### src/dtc_defines.vh
// Purpose: constants for the dual timer/counter block
// Assumes: wishbone word addressing, byte data in bits 7:0
// Notes: byte address is four times the printed index
`ifndef DTC_DEFINES_VH
`define DTC_DEFINES_VH
// register indices
`define DTC_IDX_CTRL 8'h88
`define DTC_IDX_MODE 8'h89
`define DTC_IDX_TL0 8'h8a
`define DTC_IDX_TL1 8'h8b
`define DTC_IDX_TH0 8'h8c
`define DTC_IDX_TH1 8'h8d
`define DTC_IDX_AUX 8'h8f
`define DTC_IDX_TOG 8'ha2
`define DTC_IDX_ISTAT 8'ha3
`define DTC_IDX_IMASK 8'ha4
// mode select fields
`define DTC_T0_MODE_LO 0
`define DTC_T0_FUNC 2
`define DTC_T0_GATE 3
`define DTC_T1_MODE_LO 4
`define DTC_T1_FUNC 6
`define DTC_T1_GATE 7
// aux mode fields
`define DTC_T0_MODE_B2 0
`define DTC_T1_MODE_B2 4
`define DTC_AUX_MASK 8'h11
// control fields
`define DTC_T0_RUN 4
`define DTC_T0_FLAG 5
`define DTC_T1_RUN 6
`define DTC_T1_FLAG 7
// mode codes
`define DTC_MODE_13 3'h0
`define DTC_MODE_16 3'h1
`define DTC_MODE_RELOAD 3'h2
`define DTC_MODE_SPLIT 3'h3
`define DTC_MODE_PWM 3'h6
// reset values
`define DTC_RST_BYTE 8'h00
// machine cycle = two cpu clocks
`define DTC_MC_CLKS 2
`endif

### src/dtc_edge_det.v
// Purpose: sync a count pin and flag falling edges per machine cycle
// Assumes: mc_tick_i pulses once per machine cycle
// Notes: two flops before any logic reads the pin
`timescale 1ns/1ps
`default_nettype none
module dtc_edge_det
(
    input wire clk_i,
    input wire rst_i,
    input wire pin_i,
    input wire mc_tick_i,
    output reg fall_o
);
    reg meta_q;
    reg sync_q;
    reg samp_q;
    reg prev_q;
    // synchroniser, then one sample per machine cycle
    always @(posedge clk_i)
    begin
        if (rst_i)
        begin
            meta_q <= 1'b1;
            sync_q <= 1'b1;
            samp_q <= 1'b1;
            prev_q <= 1'b1;
            fall_o <= 1'b0;
        end
        else
        begin
            meta_q <= pin_i;
            sync_q <= meta_q;
            fall_o <= 1'b0;
            if (mc_tick_i)
            begin
                samp_q <= sync_q;
                prev_q <= samp_q;
                fall_o <= prev_q & ~samp_q;
            end
        end
    end
endmodule
`default_nettype wire

### src/dtc_sync.v
// Purpose: two-flop synchroniser for a level input
// Assumes: input is asynchronous to clk_i
// Notes: first flop read only by the second
`timescale 1ns/1ps
`default_nettype none
module dtc_sync
(
    input wire clk_i,
    input wire rst_i,
    input wire d_i,
    output reg q_o
);
    reg meta_q;
    // plain double flop
    always @(posedge clk_i)
    begin
        if (rst_i)
        begin
            meta_q <= 1'b0;
            q_o <= 1'b0;
        end
        else
        begin
            meta_q <= d_i;
            q_o <= meta_q;
        end
    end
endmodule
`default_nettype wire

### src/dtc_top.v
// Functional notes
// - timer function adds one per peripheral clock while enabled.
// - counter function samples pin each machine cycle, counts 1-to-0.
// - new count shows in the machine cycle after detection.
// - edge recognition takes two machine cycles, max rate quarter clock.
// - function bit 2/6 picks internal clock or external pin.
// - gate bit 3/7 also needs gate pin high to count.
// - mode is aux bit plus two mode bits per timer.
// - mode 000 uses low byte as 5-bit prescaler.
// - mode 001 cascades both bytes into 16 bits.
// - mode 010 reloads low byte from high byte on overflow.
// - mode 011 splits timer 0; high byte uses timer 1 run/flag.
// - optional toggle of count pin on each overflow.
// - mode 0 is 13 bits; rollover sets overflow flag.
// - run bits 4 and 6 of control register enable counting.
// - pwm period 256 clocks, low phase from high byte.
// - setting run bit keeps current count.
//
// Purpose: two timer/counters behind a classic wishbone slave
// Assumes: peripheral clock tick = clk_i, machine cycle = two clocks
// Notes: one-cycle ack, reads of status clear it
`timescale 1ns/1ps
`default_nettype none
`include "dtc_defines.vh"
module dtc_top
(
    input wire clk_i,
    input wire rst_i,
    input wire wb_cyc_i,
    input wire wb_stb_i,
    input wire wb_we_i,
    input wire [9:0] wb_adr_i,
    input wire [3:0] wb_sel_i,
    input wire [31:0] wb_dat_i,
    output reg [31:0] wb_dat_o,
    output reg wb_ack_o,
    input wire gate_pin_0_i,
    input wire gate_pin_1_i,
    input wire count_pin_0_i,
    input wire count_pin_1_i,
    output reg count_pin_0_o,
    output reg count_pin_0_oe_o,
    output reg count_pin_1_o,
    output reg count_pin_1_oe_o,
    output reg irq_o
);
    //--------------------------------------------------
    // registers and wires
    //--------------------------------------------------
    reg [7:0] mode_q;
    reg [7:0] aux_q;
    reg [7:0] ctrl_q;
    reg [7:0] tl_q [0:1];
    reg [7:0] th_q [0:1];
    reg [1:0] tog_en_q;
    reg [1:0] istat_q;
    reg [1:0] imask_q;
    reg mc_q;
    wire [1:0] gate_s;
    wire [1:0] fall_s;
    // mode code for one timer: aux bit above the two mode bits
    function [2:0] mode_of;
        input aux_bit;
        input [1:0] pair;
        begin
            mode_of = {aux_bit, pair};
        end
    endfunction
    wire [2:0] mode0 = mode_of(aux_q[`DTC_T0_MODE_B2],
        mode_q[`DTC_T0_MODE_LO+1 -: 2]);
    wire [2:0] mode1 = mode_of(aux_q[`DTC_T1_MODE_B2],
        mode_q[`DTC_T1_MODE_LO+1 -: 2]);
    wire t0_split = (mode0 == `DTC_MODE_SPLIT);

    // word index from byte address
    wire [7:0] idx = wb_adr_i[9:2];
    wire req = wb_cyc_i & wb_stb_i & ~wb_ack_o;
    wire wr = req & wb_we_i & wb_sel_i[0];
    wire rd = req & ~wb_we_i;

    //--------------------------------------------------
    // pin synchronisers and edge detectors
    //--------------------------------------------------
    // one gate synchroniser and one count-edge detector per timer
    wire [1:0] gate_raw = {gate_pin_1_i, gate_pin_0_i};
    wire [1:0] cnt_raw = {count_pin_1_i, count_pin_0_i};
    genvar g;
    generate
        for (g = 0; g < 2; g = g + 1)
        begin : g_pin
            dtc_sync u_gs (.clk_i(clk_i), .rst_i(rst_i), .d_i(gate_raw[g]),
                .q_o(gate_s[g]));
            dtc_edge_det u_ed (.clk_i(clk_i), .rst_i(rst_i), .pin_i(cnt_raw[g]),
                .mc_tick_i(mc_q), .fall_o(fall_s[g]));
        end
    endgenerate

    // machine cycle strobe, every second clock
    always @(posedge clk_i)
    begin
        if (rst_i)
            mc_q <= 1'b0;
        else
            mc_q <= ~mc_q;
    end

    //--------------------------------------------------
    // per-timer count enables
    //--------------------------------------------------
    // decode the run/gate/func enable for one timer
    function cnt_en;
        input run;
        input gate_en;
        input gate_lvl;
        input func;
        input fall;
        begin
            // gated run, then clock or pin edge
            cnt_en = run & (~gate_en | gate_lvl) & (func ? fall : 1'b1);
        end
    endfunction

    wire t0_inc = cnt_en(ctrl_q[`DTC_T0_RUN], mode_q[`DTC_T0_GATE], gate_s[0],
        mode_q[`DTC_T0_FUNC], fall_s[0]);
    wire t1_inc = cnt_en(ctrl_q[`DTC_T1_RUN], mode_q[`DTC_T1_GATE], gate_s[1],
        mode_q[`DTC_T1_FUNC], fall_s[1]) & (mode1 != `DTC_MODE_SPLIT);
    // split high byte: internal clock, timer 1 run only
    wire th0_split_inc = t0_split & ctrl_q[`DTC_T1_RUN];

    //--------------------------------------------------
    // counter next-state
    //--------------------------------------------------
    reg [7:0] tl_d [0:1];
    reg [7:0] th_d [0:1];
    reg [1:0] ovf_d;
    reg ovf_th0;
    reg [1:0] pwm_d;
    reg [1:0] pwm_q;
    integer n;
    always @*
    begin
        ovf_th0 = 1'b0;
        for (n = 0; n < 2; n = n + 1)
        begin
            tl_d[n] = tl_q[n];
            th_d[n] = th_q[n];
            ovf_d[n] = 1'b0;
            pwm_d[n] = pwm_q[n];
            if (n == 0 ? t0_inc : t1_inc)
            begin
                case (n == 0 ? mode0 : mode1)
                `DTC_MODE_13:
                begin
                    // 13 bits; upper low-byte bits held at zero
                    tl_d[n] = {3'h0, tl_q[n][4:0] + 5'h01};
                    if (tl_q[n][4:0] == 5'h1f)
                    begin
                        th_d[n] = th_q[n] + 8'h01;
                        ovf_d[n] = (th_q[n] == 8'hff);
                    end
                end
                `DTC_MODE_16:
                begin
                    {th_d[n], tl_d[n]} = {th_q[n], tl_q[n]} + 16'h0001;
                    ovf_d[n] = ({th_q[n], tl_q[n]} == 16'hffff);
                end
                `DTC_MODE_RELOAD:
                begin
                    tl_d[n] = (tl_q[n] == 8'hff) ? th_q[n] : tl_q[n] + 8'h01;
                    ovf_d[n] = (tl_q[n] == 8'hff);
                end
                `DTC_MODE_SPLIT:
                begin
                    // timer 1 never gets here; timer 0 low byte only
                    tl_d[n] = tl_q[n] + 8'h01;
                    ovf_d[n] = (tl_q[n] == 8'hff);
                end
                `DTC_MODE_PWM:
                begin
                    // 256-clock period, low phase of th clocks, whole period low when th is 8'hff
                    tl_d[n] = tl_q[n] + 8'h01;
                    ovf_d[n] = (tl_q[n] == 8'hff);
                    pwm_d[n] = (th_q[n] == 8'h00) ? 1'b1 :
                        (th_q[n] == 8'hff) ? 1'b0 :
                        (tl_d[n] >= th_q[n]);
                end
                default:
                begin
                    // reserved codes hold the count
                    tl_d[n] = tl_q[n];
                end
                endcase
            end
        end
        if (th0_split_inc)
        begin
            th_d[0] = th_q[0] + 8'h01;
            ovf_th0 = (th_q[0] == 8'hff);
        end
    end

    //--------------------------------------------------
    // flags, interrupt status, toggle pins
    //--------------------------------------------------
    // overflow flag events per timer; split mode moves th0 onto timer 1
    wire [1:0] flag_set = {ovf_d[1] | ovf_th0, ovf_d[0]};

    always @(posedge clk_i)
    begin
        if (rst_i)
        begin
            mode_q <= `DTC_RST_BYTE;
            aux_q <= `DTC_RST_BYTE;
            ctrl_q <= `DTC_RST_BYTE;
            tl_q[0] <= `DTC_RST_BYTE;
            tl_q[1] <= `DTC_RST_BYTE;
            th_q[0] <= `DTC_RST_BYTE;
            th_q[1] <= `DTC_RST_BYTE;
            tog_en_q <= 2'h0;
            istat_q <= 2'h0;
            imask_q <= 2'h0;
            pwm_q <= 2'h3;
            count_pin_0_o <= 1'b1;
            count_pin_1_o <= 1'b1;
            count_pin_0_oe_o <= 1'b0;
            count_pin_1_oe_o <= 1'b0;
            wb_ack_o <= 1'b0;
            wb_dat_o <= 32'h0;
            irq_o <= 1'b0;
        end
        else
        begin
            wb_ack_o <= req;
            // counters; new value lands the cycle after edge detection
            tl_q[0] <= tl_d[0];
            tl_q[1] <= tl_d[1];
            th_q[0] <= th_d[0];
            th_q[1] <= th_d[1];
            pwm_q <= pwm_d;
            if (wr)
            begin
                case (idx)
                `DTC_IDX_MODE: mode_q <= wb_dat_i[7:0];
                `DTC_IDX_AUX: aux_q <= wb_dat_i[7:0] & `DTC_AUX_MASK;
                `DTC_IDX_TL0: tl_q[0] <= wb_dat_i[7:0];
                `DTC_IDX_TL1: tl_q[1] <= wb_dat_i[7:0];
                `DTC_IDX_TH0: th_q[0] <= wb_dat_i[7:0];
                `DTC_IDX_TH1: th_q[1] <= wb_dat_i[7:0];
                `DTC_IDX_TOG: tog_en_q <= wb_dat_i[1:0];
                `DTC_IDX_IMASK: imask_q <= wb_dat_i[1:0];
                default: ;
                endcase
            end
            // control: software write first, hardware set wins
            if (wr && idx == `DTC_IDX_CTRL)
                ctrl_q <= wb_dat_i[7:0];
            if (flag_set[0])
                ctrl_q[`DTC_T0_FLAG] <= 1'b1;
            if (flag_set[1])
                ctrl_q[`DTC_T1_FLAG] <= 1'b1;
            // pwm: flag follows the waveform, low phase = flag set
            if (mode0 == `DTC_MODE_PWM)
                ctrl_q[`DTC_T0_FLAG] <= ~pwm_d[0];
            if (mode1 == `DTC_MODE_PWM)
                ctrl_q[`DTC_T1_FLAG] <= ~pwm_d[1];
            // sticky status cleared by read; set beats clear
            istat_q <= ((rd && idx == `DTC_IDX_ISTAT) ? 2'h0 : istat_q) | flag_set;
            irq_o <= |(istat_q & imask_q);
            // toggle output, only with internal clock source
            count_pin_0_oe_o <= (tog_en_q[0] & ~mode_q[`DTC_T0_FUNC]) | (mode0 == `DTC_MODE_PWM);
            count_pin_1_oe_o <= (tog_en_q[1] & ~mode_q[`DTC_T1_FUNC]) | (mode1 == `DTC_MODE_PWM);
            if (mode0 == `DTC_MODE_PWM)
                count_pin_0_o <= pwm_d[0];
            else if (!tog_en_q[0])
                count_pin_0_o <= 1'b1;
            else if (flag_set[0])
                count_pin_0_o <= ~count_pin_0_o;
            if (mode1 == `DTC_MODE_PWM)
                count_pin_1_o <= pwm_d[1];
            else if (!tog_en_q[1])
                count_pin_1_o <= 1'b1;
            else if (flag_set[1])
                count_pin_1_o <= ~count_pin_1_o;
            // read mux
            wb_dat_o <= 32'h0;
            if (rd)
            begin
                case (idx)
                `DTC_IDX_CTRL: wb_dat_o[7:0] <= ctrl_q;
                `DTC_IDX_MODE: wb_dat_o[7:0] <= mode_q;
                `DTC_IDX_AUX: wb_dat_o[7:0] <= aux_q;
                `DTC_IDX_TL0: wb_dat_o[7:0] <= tl_q[0];
                `DTC_IDX_TL1: wb_dat_o[7:0] <= tl_q[1];
                `DTC_IDX_TH0: wb_dat_o[7:0] <= th_q[0];
                `DTC_IDX_TH1: wb_dat_o[7:0] <= th_q[1];
                `DTC_IDX_TOG: wb_dat_o[1:0] <= tog_en_q;
                `DTC_IDX_ISTAT: wb_dat_o[1:0] <= istat_q;
                `DTC_IDX_IMASK: wb_dat_o[1:0] <= imask_q;
                default: wb_dat_o <= 32'h0;
                endcase
            end
        end
    end
endmodule
`default_nettype wire

### config.mk
export PLATFORM = sky130hd
export DESIGN_NAME = dtc_top
export DESIGN_NICKNAME = d
export VERILOG_FILES = /design/src/dtc_edge_det.v /design/src/dtc_sync.v /design/src/dtc_top.v
export VERILOG_INCLUDE_DIRS = /design/src
export SDC_FILE = /design/constraint.sdc
export NUM_CORES = 1
export LEC_CHECK = 0
export BUFFER_PORTS_ARGS = -buffer_cell sky130_fd_sc_hd__buf_4
export CAP_MARGIN = 20
export CORE_UTILIZATION = 55
export CTS_CLUSTER_SIZE = 10
export DETAILED_ROUTE_END_ITERATION = 16
export PLACE_DENSITY_LB_ADDON = 0.12
export SYNTH_ARGS = -nofsm -noshare
export SYNTH_HDL_FRONTEND = slang
export SYNTH_SLANG_ARGS = --single-unit
export TNS_END_PERCENT = 50
### constraint.sdc
create_clock -name clk_i -period 7.72 [get_ports clk_i]
set_input_delay 1.544 -clock clk_i [delete_from_list [all_inputs] [get_ports clk_i]]
set_output_delay 1.544 -clock clk_i [all_outputs]
set_load 0.01 [all_outputs]
==> flow_metrics.env <==
export IMPL_antenna_found_initial=0
export IMPL_cp_required_ns=7.80
export IMPL_max_stage_delay_ns=0.87
export IMPL_setup_viol=0
export IMPL_setup_tns_ns=0
export IMPL_clk_path_buf_depth=2
export IMPL_grt_start_max_net_pins=64
export IMPL_worstSetupEndpointType="register"
export IMPL_powerDensity_nw_per_um2=164
export IMPL_ioPinCount=93
export IMPL_run_status="complete, no violations"
export IMPL_crit_slowest_cell="nor4_1"
export IMPL_finalWirelength_um=15600
export IMPL_portBuffers=39
export IMPL_num_vias=4897
export IMPL_arrival_ns=4.20
export IMPL_finalHoldViolations=0
export IMPL_max_vdd_ir_drop_uv=99.6
export IMPL_fin_crit_sh_pct=53.4
export IMPL_finalMaxSlewViolations=0
export IMPL_yosys_most_used_dff="dfxtp_1"
export IMPL_syn_area_um2=5610
export IMPL_crit_type="in -> reg"
export IMPL_rsz0062_at_grt="false"
export IMPL_grt_overflow=0
export IMPL_cp_buffers_inverters=2
export IMPL_synth_async_reset_ratio_pct=0
export IMPL_die_w_um=103
export IMPL_htree_levels=3
export IMPL_fillers=854
export IMPL_grt_pass1_wl_um=24500
export IMPL_dr_pass1_iters=5
export IMPL_antenna_left=0
export IMPL_worst_slew_pin_slew_ns=1.03
export IMPL_placed_cells=771
export IMPL_finalWorstSetupSlack_ns=3.60
export IMPL_syn_avg_cell_area_um2=8.89
export IMPL_ctsResizeCount=0
export IMPL_nets=729
export IMPL_crit_chain="buf_4, or3b_4, nor4_1, a31oi_1, o21ai_0, buf_2"
export IMPL_grt_pass1_vias=4562
export IMPL_ys_types=63
export IMPL_cts_tree="done"
export IMPL_drive_above_1_share_pct=12.4
export IMPL_final_cell_mix="62 x nor2_1, 57 x nand2_1, 55 x dfxtp_1, 41 x buf_4, 36 x mux2i_1"
export IMPL_gp_congestion=0.985
export IMPL_start_util_pct=57.1
export IMPL_ys_seq_area_share_pct=36.8
export IMPL_drc=0
export IMPL_grtUsageTotal_pct=31.0
export IMPL_clock_sinks=87
export IMPL_worst_path_max_fanout=9
export IMPL_root_buffer="clkbuf_8"
export IMPL_slew_headroom_pct=29.7
export IMPL_core_um2=9820
export IMPL_maxCapViolCount=0
export IMPL_yosys_area_top_type_share_pct=19.6
export IMPL_area_delta_synth_final_pct=8.23
export IMPL_fin_worst_skew_ns=0.0170
export IMPL_synthTopCellsByArea="dfxtp_1 20%, edfxtp_1 17%, mux2i_1 6.4%, ha_1 5.4%, nor2_1 4.1%"
export IMPL_fp_dieH_um=103
export IMPL_insertedDiodeCount=0
export IMPL_power_leakage_nw=2.36
export IMPL_final_core_util_pct=61.8
export IMPL_vias_per_cell=6.21
export IMPL_syn_inst=631
export IMPL_fp_row_count=36
export IMPL_place_ws_ns=3.36
export IMPL_fin_crit_ns=4.12
export IMPL_dieArea_um2=10600
export IMPL_drt_iter0_drc=387
export IMPL_cts_hold_buf=0
export IMPL_cts_buffers=9
export IMPL_synth_top_area_cell="dfxtp_1"
export IMPL_postCtsSetupBuffers=0
export IMPL_wire_per_inst_um=19.8
export IMPL_synth_edf_count=32
export IMPL_path_clk_slew_ns=0.10
export IMPL_cp_start_kind="input port"
export IMPL_fmax_mhz=243
export IMPL_yosysWarnings=0
export IMPL_layout_commonest_cell="nor2_1"
export IMPL_dp_hpwl_um=11200
export IMPL_whs_ns=0.417
export IMPL_synth_seq_cells=87
export IMPL_cpLargestDelayFamily="simple AND/OR/NAND/NOR gates"
export IMPL_hold_path_class="reg -> reg"
export IMPL_insertion_delay_ns=0.38
export IMPL_layout_cells_non_filler=788
## power breakdown
part,internal (mW),switching [mW]
registers,0.491,0.0245
logic,0.0510,0.0754
clock network,0.173,0.180
## sequential cells by signal, indices dropped and copies added, names as in the netlist, 2 cells and up
name,flops
istat_q,2
g_pin.u_gs.meta_q,2
g_pin.u_ed.sync_q,2
g_pin.u_gs.q_o,2
g_pin.u_ed.fall_o,2
tog_en_q,2
g_pin.u_ed.meta_q,2
g_pin.u_ed.prev_q,2
th_q,16
aux_q,2
imask_q,2
mode_q,8
wb_dat_o,8
pwm_q,2
ctrl_q,8
tl_q,16
g_pin.u_ed.samp_q,2
## layout make-up
| class | count | area (µm²) | share of cell area, % |
|---|---|---|---|
| multi-input cells | 485 | 3220 | 53.1 |
| flip-flops and latches | 87 | 2060 | 34.0 |
| repair buffers | 43 | 318 | 5.23 |
| well taps | 133 | 166 | 2.74 |
| clock buffers | 11 | 153 | 2.51 |
| inverters | 24 | 90.1 | 1.48 |
| clock inverters | 5 | 61.3 | 1.01 |
## layer usage
layer	global-route usage [%]	share of wire, %	up-vias	wire (µm)
met5	0	0	-	0
met4	12.9	2.9	0	451
met3	4.61	9.4	42	1460
met2	48.7	45	261	7060
met1	42.9	42	2315	6620
li1	-	-	2279	-
## path summary, 6_finish.rpt
kind / from / end / slack, ns / cells after the start
setup / recovery: wb_adr_i[6] / th_q[0][12] / 3.60 / 6
hold / removal: g_pin[1].u_ed.meta_q / g_pin[1].u_ed.sync_q / 0.42 / 1
setup reg to reg: wb_ack_o / th_q[0][12] / 4.74 / 5
hold reg to reg: g_pin[1].u_ed.meta_q / g_pin[1].u_ed.sync_q / 0.42 / 1
## cell families (layout without fill, tap and decap cells)
kind of cell / count (synthesis) / count (layout) / share of synthesized area (%)
flops: 87 / 87 / 36.8
fa+ha+maj: 24 / 24 / 5.35
mux: 44 / 44 / 9.23
xor+xnor: 27 / 27 / 4.22
buf+inv: 82 / 83 / 7.36
compound gates: 122 / 122 / 14.5
other cells: 1 / 24 / 0.0669
simple gates: 244 / 244 / 22.6
## per-stage QoR
stage | cell area [µm²] | power (mW)
after floorplan | 5700 | 0.609
after global placement | 5850 | 0.645
after detailed placement | 5850 | 0.648
after CTS | 6070 | 0.994
after global routing | 6070 | 1.03
final | 6070 | 0.994
## Yosys cell counts, types with 6 or more instances
master	instances
nor2_1	62
nand2_1	57
dfxtp_1	55
mux2i_1	36
edfxtp_1	32
clkbuf_1	29
a21oi_1	28
o21ai_0	28
buf_4	24
ha_1	24
nand3_1	24
inv_1	23
xnor2_1	21
nand2b_1	15
nand4_1	13
nor3_1	12
nor2b_1	11
o31ai_1	11
a22o_1	10
a22oi_1	9
and3_1	8
nor4_1	8
or2_2	7
a31oi_1	6
mux4_2	6
xor2_1	6
(Power assumes the default switching activity.)
